--- config.mk ---
export PLATFORM = sky130hd
export DESIGN_NAME = sensor_cal_table_loader
export DESIGN_NICKNAME = d
export VERILOG_FILES = /design/src/sensor_cal_pkg.sv /design/src/sensor_cal_table_loader.sv /design/src/twi_byte_engine.sv
export SDC_FILE = /design/constraint.sdc
export NUM_CORES = 2
export LEC_CHECK = 0
export ABC_AREA = 1
export BUFFER_PORTS_ARGS = -buffer_cell sky130_fd_sc_hd__buf_4
export CAP_MARGIN = 20
export CELL_PAD_IN_SITES_DETAIL_PLACEMENT = 1
export CELL_PAD_IN_SITES_GLOBAL_PLACEMENT = 2
export CORE_UTILIZATION = 36
export DETAILED_ROUTE_END_ITERATION = 12
export PLACE_DENSITY = 0.82
export RECOVER_POWER = 100
export SETUP_SLACK_MARGIN = 0.02
export SYNTH_ARGS = -nofsm -noshare
export SYNTH_HDL_FRONTEND = slang
export SYNTH_SLANG_ARGS = --single-unit
--- constraint.sdc ---
create_clock -name clock -period 24.2 [get_ports clock]
set_input_delay 1.21 -clock clock [delete_from_list [all_inputs] [get_ports clock]]
set_output_delay 1.21 -clock clock [all_outputs]
set_load 0.02 [all_outputs]
--- src/sensor_cal_pkg.sv ---
// Constants shared by the calibration table loader and its two-wire byte engine.
// Assumes a 50 MHz system clock and a two-wire EEPROM with 8-bit word addressing.
package sensor_cal_pkg;
  localparam int CLK_HZ = 50_000_000;
  localparam int TWI_HZ = 65_000;
  localparam int TWI_QTR_CYC = (CLK_HZ + TWI_HZ * 4 - 1) / (TWI_HZ * 4);
  localparam int PWR_WAIT_MS = 25;
  localparam int PWR_WAIT_CYC = CLK_HZ / 1000 * PWR_WAIT_MS;
  localparam int RETRY_S = 1;
  localparam int RETRY_CYC = CLK_HZ * RETRY_S;
  // Bus address of the EEPROM; plain default
  localparam logic [6:0] EE_DEV = 7'h50;
  // Validity flag at locations 0 and 1; value is arbitrary
  localparam logic [15:0] EE_FLAG = 16'ha55a;
  localparam logic [7:0] CFG_ADDR = 8'h00;
  localparam logic [6:0] CFG_BYTES = 7'h0c;
  localparam logic [7:0] TBL_ADDR = 8'h0c;
  localparam logic [6:0] TBL_BYTES = 7'h68;
  localparam logic [4:0] TBL_LAST = 5'h10;
  localparam logic [5:0] TBL_CS_WORD = 6'h33;
  localparam logic [5:0] CFG_CS_WORD = 6'h05;
  localparam logic [7:0] A_STATUS = 8'h00;
  localparam logic [7:0] A_ALARM = 8'h04;
  localparam logic [7:0] A_GAIN = 8'h08;
  localparam logic [7:0] A_ZERO = 8'h0c;
  localparam logic [7:0] A_TEMP = 8'h10;
  localparam logic [7:0] A_LIMIT = 8'h14;
  localparam logic [7:0] A_ISTAT = 8'h18;
  localparam logic [7:0] A_IMASK = 8'h1c;
  localparam logic [7:0] A_CFG_A = 8'h20;
  localparam logic [7:0] A_CFG_B = 8'h24;
  localparam int FE_POL_BIT = 15;
  localparam int FE_LIM_BIT = 14;
  localparam int LIN_SIGN_BIT = 7;
  localparam logic [31:0] LIMIT_RST = 32'h0000_0000;
  localparam logic [3:0] IMASK_RST = 4'h0;
  localparam int EV_APPLY = 0;
  localparam int EV_CSUM = 1;
  localparam int EV_NORESP = 2;
  localparam int EV_FAULT = 3;
  typedef enum logic [1:0] {OP_START = 2'h0, OP_STOP = 2'h1, OP_WRITE = 2'h2, OP_READ = 2'h3}
    twi_op_t;
endpackage

--- src/sensor_cal_table_loader.sv ---
// Calibration loader: reads configuration and temperature table from a two-wire
// EEPROM, interpolates DAC codes, monitors faults. APB slave for software.
// Assumes temp_start/temp_done/temp_result come from logic on the same clock.
`timescale 1ns/1ps
module sensor_cal_table_loader
  import sensor_cal_pkg::*;
#(
  parameter int PWR_CYC = PWR_WAIT_CYC,
  parameter int RETRY_WAIT_CYC = RETRY_CYC,
  parameter int TWI_QTR = TWI_QTR_CYC
)
(
  input wire logic clock,
  input wire logic rst,
  input wire logic psel,
  input wire logic penable,
  input wire logic pwrite,
  input wire logic [7:0] paddr,
  input wire logic [31:0] pwdata,
  output logic [31:0] prdata,
  output logic pready,
  output logic pslverr,
  output logic irq,
  input wire logic scl_in,
  output logic scl_out,
  output logic scl_oe,
  input wire logic sda_in,
  output logic sda_out,
  output logic sda_oe,
  output logic temp_start,
  input wire logic temp_done,
  input wire logic [15:0] temp_result,
  input wire logic [3:0] sensor_fault_cmp,
  input wire logic [4:0] fe_fault_cmp,
  output logic [15:0] gain_dac_code,
  output logic [15:0] zero_dac_code,
  output logic out_amp_enable,
  output logic out_hiz,
  output logic out_rail_high,
  output logic out_rail_low,
  output logic limit_enable,
  output logic [15:0] over_limit_code,
  output logic [15:0] under_limit_code,
  output logic lin_dac_sign,
  output logic [6:0] lin_dac_mag,
  output logic lin_enable,
  output logic [15:0] ref_lin_cfg,
  output logic [15:0] coarse_gain_cfg,
  output logic [15:0] frontend_cfg,
  output logic [15:0] temp_adc_cfg
);
  typedef enum logic [5:0] {S_WAIT = 6'b000001, S_XCFG = 6'b000010, S_CONV = 6'b000100,
    S_XTBL = 6'b001000, S_DIV = 6'b010000, S_RETRY = 6'b100000} main_st_t;
  typedef struct packed {
    main_st_t st;
    logic [31:0] cnt;
    logic [2:0] step;
    logic busy;
    logic err;
    logic csok;
    logic [6:0] bcnt;
    logic [7:0] hi;
    logic [15:0] sum;
    logic [15:0] flag;
    logic [3:0][15:0] stg;
    logic [3:0][15:0] cfg;
    logic [15:0] temp;
    logic [1:0] fld;
    logic [4:0] ent;
    logic chosen;
    logic [15:0] ct, cz, pt, pz, pg, lt, lz, lg, ht, hz, hg;
    logic [16:0] rem;
    logic [15:0] den;
    logic [15:0] frac;
    logic [15:0] gain;
    logic [15:0] zero;
    logic amp_en;
    logic hiz;
    logic [1:0][3:0] sens_sy;
    logic [1:0][4:0] fe_sy;
    logic fault;
    logic rail_hi;
    logic rail_lo;
    logic [31:0] limit;
    logic [3:0] istat;
    logic [3:0] imask;
    logic [31:0] rdata;
    logic slverr;
  } main_t;
  main_t s_q, s_d;
  logic [3:0] ev;
  logic [15:0] word;
  logic [5:0] widx;
  logic [6:0] nlast;
  logic [16:0] rem2;
  logic bitq;
  logic signed [16:0] dz, dg;
  logic signed [33:0] pzm, pgm;
  logic cmd_valid, cmd_nack, eng_done, rx_nack;
  twi_op_t cmd_op;
  logic [7:0] cmd_data, rx_data;

  twi_byte_engine #(.QTR_CYC(TWI_QTR)) u_twi (
    .clock(clock),
    .rst(rst),
    .cmd_valid(cmd_valid),
    .cmd_op(cmd_op),
    .cmd_data(cmd_data),
    .cmd_nack(cmd_nack),
    .done(eng_done),
    .rx_data(rx_data),
    .rx_nack(rx_nack),
    .scl_in(scl_in),
    .scl_out(scl_out),
    .scl_oe(scl_oe),
    .sda_in(sda_in),
    .sda_out(sda_out),
    .sda_oe(sda_oe)
  );

  always_comb
  begin
    s_d = s_q;
    ev = 4'h0;
    word = {s_q.hi, rx_data};
    widx = s_q.bcnt[6:1];
    nlast = (s_q.st == S_XTBL) ? 7'(TBL_BYTES - 7'h01) : 7'(CFG_BYTES - 7'h01);
    rem2 = {s_q.rem[15:0], 1'b0};
    bitq = (s_q.den != 16'h0000) && (rem2 >= {1'b0, s_q.den});
    dz = 17'({1'b0, s_q.hz}) - 17'({1'b0, s_q.lz});
    dg = 17'({1'b0, s_q.hg}) - 17'({1'b0, s_q.lg});
    pzm = dz * $signed({1'b0, s_q.frac});
    pgm = dg * $signed({1'b0, s_q.frac});
    cmd_valid = ((s_q.st == S_XCFG) || (s_q.st == S_XTBL)) && !s_q.busy;
    cmd_nack = s_q.bcnt == nlast;
    cmd_data = 8'h00;
    case (s_q.step)
      3'h0, 3'h3: cmd_op = OP_START;
      3'h1:
      begin
        cmd_op = OP_WRITE;
        cmd_data = {EE_DEV, 1'b0};
      end
      3'h2:
      begin
        cmd_op = OP_WRITE;
        cmd_data = (s_q.st == S_XTBL) ? TBL_ADDR : CFG_ADDR;
      end
      3'h4:
      begin
        cmd_op = OP_WRITE;
        cmd_data = {EE_DEV, 1'b1};
      end
      3'h5: cmd_op = OP_READ;
      default: cmd_op = OP_STOP;
    endcase
    temp_start = (s_q.st == S_CONV) && !s_q.busy;
    s_d.sens_sy = {s_q.sens_sy[0], sensor_fault_cmp};
    s_d.fe_sy = {s_q.fe_sy[0], fe_fault_cmp};
    s_d.fault = (|s_q.sens_sy[1]) | (|(s_q.fe_sy[1] & s_q.cfg[2][4:0]));
    // Rails apply even with clipping off
    s_d.rail_hi = s_q.fault & s_q.cfg[2][FE_POL_BIT];
    s_d.rail_lo = s_q.fault & ~s_q.cfg[2][FE_POL_BIT];
    ev[EV_FAULT] = s_d.fault & ~s_q.fault;
    s_d.cnt = s_q.cnt + 32'h1;
    if (cmd_valid || temp_start)
      s_d.busy = 1'b1;
    case (s_q.st)
      S_WAIT:
        if (s_q.cnt >= 32'(PWR_CYC - 1))
          s_d.st = S_XCFG;
      S_RETRY:
        if (s_q.cnt >= 32'(RETRY_WAIT_CYC - 1))
          s_d.st = S_XCFG;
      S_XCFG, S_XTBL:
      begin
        if (eng_done)
        begin
          s_d.busy = 1'b0;
          s_d.step = s_q.step + 3'h1;
          case (s_q.step)
            3'h1, 3'h2, 3'h4:
              if (rx_nack)
              begin
                s_d.err = 1'b1;
                s_d.step = 3'h6;
              end
            3'h5:
            begin
              s_d.step = (s_q.bcnt == nlast) ? 3'h6 : 3'h5;
              s_d.bcnt = s_q.bcnt + 7'h01;
              if (!s_q.bcnt[0])
                s_d.hi = rx_data;
              else if (s_q.st == S_XCFG)
              begin
                if (widx == 6'h00)
                  s_d.flag = word;
                else if (widx == CFG_CS_WORD)
                  s_d.csok = s_q.sum == word;
                else
                begin
                  s_d.stg[2'(widx - 6'h01)] = word;
                  s_d.sum = s_q.sum + word;
                end
              end
              else if (widx == TBL_CS_WORD)
                s_d.csok = s_q.sum == word;
              else
              begin
                s_d.sum = s_q.sum + word;
                s_d.fld = (s_q.fld == 2'h2) ? 2'h0 : s_q.fld + 2'h1;
                if (s_q.fld == 2'h0)
                  s_d.ct = word;
                else if (s_q.fld == 2'h1)
                  s_d.cz = word;
                else
                begin
                  s_d.ent = s_q.ent + 5'h01;
                  // First point at or above temperature closes the segment
                  if (s_q.ent != 5'h00 && !s_q.chosen &&
                      (s_q.temp <= s_q.ct || s_q.ent == TBL_LAST))
                  begin
                    {s_d.lt, s_d.lz, s_d.lg} = {s_q.pt, s_q.pz, s_q.pg};
                    {s_d.ht, s_d.hz, s_d.hg} = {s_q.ct, s_q.cz, word};
                    s_d.chosen = 1'b1;
                  end
                  {s_d.pt, s_d.pz, s_d.pg} = {s_q.ct, s_q.cz, word};
                end
              end
            end
            3'h6:
            begin
              s_d.st = S_RETRY;
              if (s_q.err || (s_q.st == S_XCFG && s_q.flag != EE_FLAG))
                ev[EV_NORESP] = 1'b1;
              else if (!s_q.csok)
              begin
                s_d.hiz = 1'b1;
                s_d.amp_en = 1'b0;
                ev[EV_CSUM] = 1'b1;
              end
              else if (s_q.st == S_XCFG)
              begin
                s_d.cfg = s_q.stg;
                s_d.st = S_CONV;
              end
              else
              begin
                s_d.st = S_DIV;
                s_d.den = s_q.ht - s_q.lt;
                // Outside the stored range the end segment is held at its edge
                if (s_q.temp <= s_q.lt)
                  s_d.rem = 17'h00000;
                else if (s_q.temp >= s_q.ht)
                  s_d.rem = {1'b0, s_q.ht - s_q.lt};
                else
                  s_d.rem = {1'b0, s_q.temp - s_q.lt};
              end
            end
            default: ;
          endcase
        end
      end
      S_CONV:
        if (s_q.busy && temp_done)
        begin
          s_d.temp = temp_result;
          s_d.st = S_XTBL;
        end
      S_DIV:
      begin
        if (s_q.cnt != 32'h10)
        begin
          s_d.rem = bitq ? rem2 - {1'b0, s_q.den} : rem2;
          s_d.frac = {s_q.frac[14:0], bitq};
        end
        else
        begin
          s_d.zero = s_q.lz + pzm[31:16];
          s_d.gain = s_q.lg + pgm[31:16];
          s_d.amp_en = 1'b1;
          s_d.hiz = 1'b0;
          ev[EV_APPLY] = 1'b1;
          s_d.st = S_XCFG;
        end
      end
      default: s_d.st = S_WAIT;
    endcase
    if (s_d.st != s_q.st)
    begin
      s_d.cnt = 32'h0;
      s_d.step = 3'h0;
      s_d.busy = 1'b0;
      s_d.err = 1'b0;
      s_d.csok = 1'b0;
      s_d.bcnt = 7'h00;
      s_d.sum = 16'h0000;
      s_d.fld = 2'h0;
      s_d.ent = 5'h00;
      if (s_d.st == S_XTBL)
        s_d.chosen = 1'b0;
    end
    if (psel && !penable)
    begin
      s_d.slverr = 1'b0;
      case (paddr)
        A_STATUS: s_d.rdata = {22'h0, s_q.st, s_q.csok, s_q.hiz, s_q.amp_en, s_q.fault};
        A_ALARM: s_d.rdata = {23'h0, s_q.fe_sy[1], s_q.sens_sy[1]};
        A_GAIN: s_d.rdata = {16'h0, s_q.gain};
        A_ZERO: s_d.rdata = {16'h0, s_q.zero};
        A_TEMP: s_d.rdata = {16'h0, s_q.temp};
        A_LIMIT: s_d.rdata = s_q.limit;
        A_ISTAT: s_d.rdata = {28'h0, s_q.istat};
        A_IMASK: s_d.rdata = {28'h0, s_q.imask};
        A_CFG_A: s_d.rdata = {s_q.cfg[1], s_q.cfg[0]};
        A_CFG_B: s_d.rdata = {s_q.cfg[3], s_q.cfg[2]};
        default:
        begin
          s_d.rdata = 32'h0;
          s_d.slverr = 1'b1;
        end
      endcase
    end
    if (psel && penable && pwrite)
    begin
      if (paddr == A_LIMIT)
        s_d.limit = pwdata;
      if (paddr == A_IMASK)
        s_d.imask = pwdata[3:0];
      if (paddr == A_ISTAT)
        s_d.istat = s_q.istat & ~pwdata[3:0];
    end
    // A new event wins over a clear in the same cycle
    s_d.istat = s_d.istat | ev;
  end

  always_ff @(posedge clock or posedge rst)
  begin
    if (rst)
      s_q <= '{st: S_WAIT, limit: LIMIT_RST, imask: IMASK_RST, default: '0};
    else
      s_q <= s_d;
  end

  assign prdata = s_q.rdata;
  assign pready = 1'b1;
  assign pslverr = psel && penable && s_q.slverr;
  assign irq = |(s_q.istat & s_q.imask);
  assign gain_dac_code = s_q.gain;
  assign zero_dac_code = s_q.zero;
  assign out_amp_enable = s_q.amp_en;
  assign out_hiz = s_q.hiz;
  assign out_rail_high = s_q.rail_hi;
  assign out_rail_low = s_q.rail_lo;
  assign limit_enable = s_q.cfg[2][FE_LIM_BIT];
  assign over_limit_code = s_q.limit[31:16];
  assign under_limit_code = s_q.limit[15:0];
  assign lin_dac_sign = s_q.cfg[0][LIN_SIGN_BIT];
  assign lin_dac_mag = s_q.cfg[0][6:0];
  assign lin_enable = |s_q.cfg[0][6:0];
  assign ref_lin_cfg = s_q.cfg[0];
  assign coarse_gain_cfg = s_q.cfg[1];
  assign frontend_cfg = s_q.cfg[2];
  assign temp_adc_cfg = s_q.cfg[3];

  a_fault_flag: assert property (@(posedge clock) disable iff (rst)
    (s_q.sens_sy[1] != 4'h0) |=> s_q.fault)
    else $error("comparator trip did not raise fault");
  a_rail_on_fault: assert property (@(posedge clock) disable iff (rst)
    s_q.fault |=> (out_rail_high ^ out_rail_low))
    else $error("fault without exactly one rail");
  a_rail_polarity: assert property (@(posedge clock) disable iff (rst)
    out_rail_high |-> $past(s_q.cfg[2][FE_POL_BIT]))
    else $error("high rail against alarm polarity");
  a_hiz_amp_off: assert property (@(posedge clock) disable iff (rst)
    out_hiz |-> !out_amp_enable)
    else $error("amplifier on while output high impedance");
  a_gain_source: assert property (@(posedge clock) disable iff (rst)
    $changed(gain_dac_code) |-> $past(s_q.st) == S_DIV)
    else $error("gain code changed outside table apply");
  a_zero_source: assert property (@(posedge clock) disable iff (rst)
    $changed(zero_dac_code) |-> $past(s_q.st) == S_DIV)
    else $error("zero code changed outside table apply");
  a_loop_restart: assert property (@(posedge clock) disable iff (rst)
    (s_q.st == S_DIV && s_q.cnt == 32'h10) |=> (s_q.st == S_XCFG && out_amp_enable))
    else $error("apply did not enable output and restart");
  a_interp_span: assert property (@(posedge clock) disable iff (rst)
    (s_q.st == S_DIV && s_q.cnt == 32'h10) |=>
      ((zero_dac_code >= s_q.lz && zero_dac_code <= s_q.hz) ||
       (zero_dac_code <= s_q.lz && zero_dac_code >= s_q.hz)))
    else $error("zero code outside segment end points");
  a_conv_to_table: assert property (@(posedge clock) disable iff (rst)
    (s_q.st == S_CONV && s_q.busy && temp_done) |=>
      (s_q.st == S_XTBL && s_q.temp == $past(temp_result)))
    else $error("conversion result not taken for table read");
  a_cfg_commit: assert property (@(posedge clock) disable iff (rst)
    $changed(frontend_cfg) |-> $past(s_q.st) == S_XCFG)
    else $error("configuration changed outside config load");
  a_retry_hold: assert property (@(posedge clock) disable iff (rst)
    ($past(s_q.st) != S_RETRY && s_q.st == S_RETRY) |-> (s_q.st == S_RETRY) [*8])
    else $error("retry wait cut short");
endmodule

--- src/twi_byte_engine.sv ---
// Two-wire master bit engine: start, stop, byte write with ack, byte read.
// Assumes open-drain pins with pull-ups outside; honours clock stretching.
`timescale 1ns/1ps
module twi_byte_engine
  import sensor_cal_pkg::*;
#(
  // Quarter of a bit period in clocks; a bench may shorten it to keep runs brief
  parameter int QTR_CYC = TWI_QTR_CYC
)
(
  input wire logic clock,
  input wire logic rst,
  input wire logic cmd_valid,
  input wire twi_op_t cmd_op,
  input wire logic [7:0] cmd_data,
  input wire logic cmd_nack,
  output logic done,
  output logic [7:0] rx_data,
  output logic rx_nack,
  input wire logic scl_in,
  output logic scl_out,
  output logic scl_oe,
  input wire logic sda_in,
  output logic sda_out,
  output logic sda_oe
);
  typedef enum logic [1:0] {E_IDLE = 2'b01, E_RUN = 2'b10} eng_st_t;
  typedef struct packed {
    eng_st_t st;
    twi_op_t op;
    logic [7:0] tx;
    logic last_nack;
    logic [3:0] bitn;
    logic [1:0] ph;
    logic [7:0] tick;
    logic scl;
    logic sda;
    logic [7:0] rx;
    logic nack;
    logic done;
    logic [1:0] sda_sy;
    logic [1:0] scl_sy;
  } eng_t;
  localparam logic [7:0] QTR_LAST = 8'(QTR_CYC - 1);
  eng_t s_q, s_d;
  logic is_byte;

  always_comb
  begin
    s_d = s_q;
    s_d.done = 1'b0;
    s_d.sda_sy = {s_q.sda_sy[0], sda_in};
    s_d.scl_sy = {s_q.scl_sy[0], scl_in};
    is_byte = (s_q.op == OP_WRITE) || (s_q.op == OP_READ);
    case (s_q.st)
      E_IDLE:
      begin
        if (cmd_valid)
        begin
          s_d.st = E_RUN;
          s_d.op = cmd_op;
          s_d.tx = cmd_data;
          s_d.last_nack = cmd_nack;
          s_d.bitn = 4'h0;
          s_d.ph = 2'h0;
          s_d.tick = 8'h00;
        end
      end
      E_RUN:
      begin
        if (s_q.tick != QTR_LAST)
          s_d.tick = s_q.tick + 8'h01;
        // A slave holding the clock low stalls the high phase
        else if (s_q.ph != 2'h2 || s_q.scl_sy[1])
        begin
          s_d.tick = 8'h00;
          s_d.ph = s_q.ph + 2'h1;
          case (s_q.ph)
            2'h0:
            begin
              if (s_q.op == OP_START)
                s_d.sda = 1'b1;
              else if (s_q.op == OP_STOP)
                s_d.sda = 1'b0;
              else if (s_q.bitn[3])
                s_d.sda = (s_q.op == OP_READ) ? s_q.last_nack : 1'b1;
              else
                s_d.sda = (s_q.op == OP_WRITE) ? s_q.tx[7] : 1'b1;
            end
            2'h1: s_d.scl = 1'b1;
            2'h2:
            begin
              if (s_q.op == OP_START)
                s_d.sda = 1'b0;
              else if (s_q.op == OP_STOP)
                s_d.sda = 1'b1;
              else if (s_q.bitn[3])
                s_d.nack = s_q.sda_sy[1];
              else
                s_d.rx = {s_q.rx[6:0], s_q.sda_sy[1]};
            end
            default:
            begin
              if (s_q.op != OP_STOP)
                s_d.scl = 1'b0;
              s_d.tx = {s_q.tx[6:0], 1'b0};
              s_d.bitn = s_q.bitn + 4'h1;
              if (!is_byte || s_q.bitn[3])
              begin
                s_d.st = E_IDLE;
                s_d.done = 1'b1;
              end
            end
          endcase
        end
      end
      default: s_d.st = E_IDLE;
    endcase
  end

  always_ff @(posedge clock or posedge rst)
  begin
    if (rst)
      s_q <= '{st: E_IDLE, op: OP_START, scl: 1'b1, sda: 1'b1, default: '0};
    else
      s_q <= s_d;
  end

  assign done = s_q.done;
  assign rx_data = s_q.rx;
  assign rx_nack = s_q.nack;
  assign scl_out = 1'b0;
  assign sda_out = 1'b0;
  assign scl_oe = ~s_q.scl;
  assign sda_oe = ~s_q.sda;

  a_sda_hold: assert property (@(posedge clock) disable iff (rst)
    (s_q.scl && $past(s_q.scl) && $changed(s_q.sda)) |-> !is_byte)
    else $error("data line moved while clock high");
endmodule
---- Yosys cells after proc, flatten, opt, wreduce, memory -nomap -nowiden ----
Cells that the tools add are included.
word-level totals
  register bits after elaboration ......... 638
  output and inout port bits .............. 182
  logic and storage cells ................. 395
cells by class
  $add $sub $neg .......................... 17
  multiply operators ...................... 2
  magnitude comparators ................... 8
  equality and inequality tests ........... 65
  multiplexer cells ....................... 126
  bitwise logic cells ..................... 27
  reduce and logical (&&, ||, !) cells .... 84
operators with widths
  operator                 number
  $mux W184                5
  $mux W64                 6
  $mux W181                2
  $pmux W32 S10            1
  $mux W217                1
  $mux W16                 12
  $mux W96                 2
  $mux W160                1
  $mux W144                1
  $mux W33                 4
  $mux W112                1
  $mux W80                 1
  $mux W6                  11
  $bwmux W64               1
  $mul A17 B17 Y32         2
  $mux W8                  8
  $reduce_and A7 Y1        7
  $add A16 B16 Y16         3
  $sub A16 B16 Y16         3
  $mux W45                 1
  $sub A16 B16 Y17         2
  $add A32 B1 Y32 const B  1
  $demux W16 S2            1
  $eq A8 B5 Y1 const B     4
  other kinds (89)         248

---- Depth between registers and ports, before layout ----
  depth in word-level cells ............... 14
  depth in mapped cells ................... 49
  mapped depth without buffers ............ 48

---- By module ----
A second synthesis with hierarchy kept.
unflattened totals
  cell total of the unflattened synthesis .. 7006
  area, all modules ....................... 56496.7 µm²
by module, submodules not included
  module                   instances  cells each  area each (µm²)  sequential area each (µm²)
  sensor_cal_table_loader  1          6717        54150.7          14890.5
  twi_byte_engine          1          289         2346.0           1079.8

---- Worst setup path after synthesis ----
No wires, ideal clock.
  kind .................................... flip-flop to flip-flop
  from .................................... register s_q[225] (netlist name)
  to ...................................... register s_q (netlist bit gain_dac_code[14])
  library setup time ...................... 0.127 ns
  arrival time ............................ 7.982 ns
  required time ........................... 24.073 ns
  path slack .............................. 16.092 ns
  stages on the path, launching flop included .. 39
  cells stage by stage .................... dfrtp_1 > ha_1 > fa_1 > o21ai_0 > o21ai_1 > o21ai_2 > inv_1 > o21bai_2 > a21oi_1 > xor2_1 > buf_2 > or2_2 > fa_1 > fa_1 > inv_1 > fa_1 > inv_1 > fa_1 > (+3 left out) > ha_1 > a21oi_1 > o21ai_0 > a21oi_1 > nand3_1 > a31o_2 > xor2_1 > ha_1 > a21oi_1 > o21ai_0 > nand2_1 > o2111ai_1 > nand2_1 > inv_1 > o21ai_0 > nand3_1 > nand3_1 > o21ai_0
between the ends
  longest elaborated chain between the ends .. 3
RTL lines
  element                 RTL line                        text
  from (decl)             sensor_cal_table_loader.sv:90   main_t s_q, s_d;
  from (signal assigned)  sensor_cal_table_loader.sv:340  s_q <= '{st: S_WAIT, limit: LIMIT_RST, imask: IMASK_RST, default: '0};
  from (signal assigned)  sensor_cal_table_loader.sv:342  s_q <= s_d;
  $sub A16 B16 Y17        sensor_cal_table_loader.sv:131  dg = 17'({1'b0, s_q.hg}) - 17'({1'b0, s_q.lg});
  $mul A17 B17 Y32        sensor_cal_table_loader.sv:133  pgm = dg * $signed({1'b0, s_q.frac});
  $add A16 B16 Y16 (*)    sensor_cal_table_loader.sv:280  s_d.gain = s_q.lg + pgm[31:16];
Every way passes the cells marked *; elsewhere a longest branch is shown, timed or not.
A chain may end at the register's enable or synchronous reset.

==> metrics <==
Netlist cell types=71; worst slew pin tran=5950 ps; max-cap viol count=15; Cells after Synth=6,724; final setup fails=0; DRC viols=0; Routed Antenna Nets=0; worst-path cell chain=clkbuf_4 -> clkinvlp_2 -> clkbuf_1 -> clkbuf_1 -> clkbuf_1 -> clkbuf_1 -> clkbuf_1; Min-Delay Path Depth=0; status=finished with violations; leak pwr=0.0297 uW; HP Class=reg -> reg; Synth area leaders=dfrtp_1 29%, fa_1 19%, nand2_1 9.4%; Combinational Power Share=1.8%; Post-Route WL=187,000 microns; Switching Share=23.5%; fmax=0.0718 GHz; final slew viol count=956; area of the multi-input gates=32,400 sq um; All-Layer GR Usage=24.3%; CTS sink cnt=638; Core ar.=152,000 sq um; CTS tree=built; Setup TNS=0 ps; antenna violations before repair=3; worst hold slack=345 ps; Syn. warnings=0; die width=394 microns; largest net degree at the start of global routing=175; sw power=535 uW; # rows=143; CP top delay family=buffers and inverters; most common cell after layout, fill and taps aside=nand2_1; RSZ-0062 raised after global routing=no; CTS max path bufs=3; Clk Latency, worst-skew pair=700 ps; reg-to-reg endpoint=zero_dac_code[15]; worst r2r path cells=45; fin crit period=13,920 ps; # fillers=18,352; hold_buf cts=0; clock skew=51.8 ps; Sequential Power Share=47.0%; area grow syn2layout=7.70%; grt ovf=0; R2R Setup Slk=13,900 ps; I/O pins=255; share of cells above drive strength 1=5.85%; CTS Buf Count=75; Synth area leader=dfrtp_1; Reg area=16,000 sq um; hold path start=u_twi.s_d[3]; Post-synth EDFFs=0; die area=155,000 sq um; path length in cells of the critical path=7; DRT Pass-1 Iters=6; Total Power=2280 uW; CP max stage delay=3300 ps; post-CTS resize count=0; H-tree depth=3; top-area cell type share of the netlist area=28.6%; Fin. Hold Viols=0; Tcrit/Tclk final=57.5%; via count=45,034; internal power=1750 uW; CP Class=in -> async; slowest CP cell=clkinvlp_2; CTS root buf=clkbuf_16; peak supply drop=0.0488 mV; clock transition at the registers of the reported paths=60 ps; ys async rst share=100%; fin nets=7,696; Initial Util=36.4%; gp weighted congestion=0.909; Arrival @ worst endpoint=13,810 ps; first-pass GRT wire length=292,000 microns; synthesized cell area=55,400 sq um; Required @ worst endpoint=24,090 ps; initial drt markers=2,712; startpoint class of the critical path=input pin; drt wl/cell=21.2 microns; failing checks=capacitance limit, slew limit; CP max FO=128; hpwl dp=148,000 microns; syn avg cell area=8.24 sq um; Bufs and invs on worst path=7; reg2reg start=s_q[193]; sequential area share after synthesis=28.8%; drt via density=5.10; hold endpoint=u_twi.s_q[3]; Yosys reg bits=638; Slew HR=-299%; CP Capture Type=asynchronous set/reset pin; Finished Core Util=39.2%; most frequent cells in the layout=1,393 x nand2_1, 1,244 x inv_1, 634 x dfrtp_1, 538 x fa_1, 529 x nor2_1; Synth Flop Type=dfrtp_1; Clock power frac=51.1%; number of global-route vias before repair=48,463; Die H=394 microns; post-CTS setup buffer count=0; CP dominant cell by count=clkbuf_1; PortBufs=251; P per Cell Area=38.2 nW/um^2
[cells by family (layout without fill, tap and decap cells)]
kind of cell	count (synthesis)	count (layout)	share of synthesized area, %
multiplexers	95	95	1.93
flip-flops	638	638	28.8
other	2	4	0.0136
AO/OA/AOI/OAI	941	941	9.46
buffers and inverters	1623	1705	12.4
XOR/XNOR	129	129	2.05
AND/OR/NAND/NOR	2420	2420	18.3
adder cells (fa/ha/maj)	876	876	27.1
[cells in the mapped netlist, types with 77 or more instances]
master       n
nand2_1   1387
a21oi_1    245
o21ai_1    158
xor2_1      78
inv_1     1239
dfrtp_1    634
fa_1       538
buf_4      171
nand3_1    248
nor3_1      77
clkbuf_1   119
o21ai_0    362
nor2_1     519
mux2_2      93
ha_1       338
[power groups by stage]
stage                     registers, uW  clock network [uW]  logic [uW]
after floorplan                    1090                   0        23.6
after global placement             1090                   0        44.5
after detailed placement           1090                   0        45.0
after CTS                          1070                1190        45.1
after global routing               1070                1230        47.7
final                              1070                1170        42.0
[metrics by stage]
stage | setup slack, ps | area [sq um] | std cells
2_1_floorplan | 5120 | 55400 | 6725
3_3_place_gp | 14350 | 58200 | 8696
3_5_place_dp | 14040 | 58200 | 8696
4_1_cts | 14010 | 60600 | 8833
5_1_grt | 7790 | 59700 | 8837
6_report | 10280 | 59700 | 8838
[worst max path at each step]
stage                  start                         end
floorplan                rst  asynchronous set/reset pin
global placement    s_q[241]           zero_dac_code[15]
detailed placement  s_q[193]           zero_dac_code[15]
CTS                 s_q[193]           zero_dac_code[15]
global route             rst                    s_q[245]
finish                   rst                  prdata[28]
[metal layers]
layer / GRT usage [%] / wire, microns / share of wire (%) / vias up
met3: 3.00 / 8170 / 4.4 / 258
met4: 7.24 / 6040 / 3.2 / 2
met5: 0 / 13 / 0.0069 / -
li1: - / - / - / 20851
met2: 40.8 / 89600 / 48 / 999
met1: 32.6 / 83400 / 45 / 22924
[worst reg2reg max path, delay by kind of cell, from the launching register on]
family / cells / cell delay [ps]
compound gates: 7 / 1620
xor+xnor: 2 / 1270
fa+ha+maj: 10 / 4120
buf+inv: 10 / 1060
flops: 1 / 360
simple gates: 16 / 1780
[final cells by class]
class | count | area share (%)
diodes | 1 | 0.00419
clock buffers | 112 | 3.60
clock inverters | 25 | 0.537
inverters | 1266 | 7.97
multi-input cells | 4464 | 54.3
flip-flops and latches | 638 | 26.8
well taps | 2030 | 4.26
repair buffers | 302 | 2.59
Power figures use the tool's default switching activity.
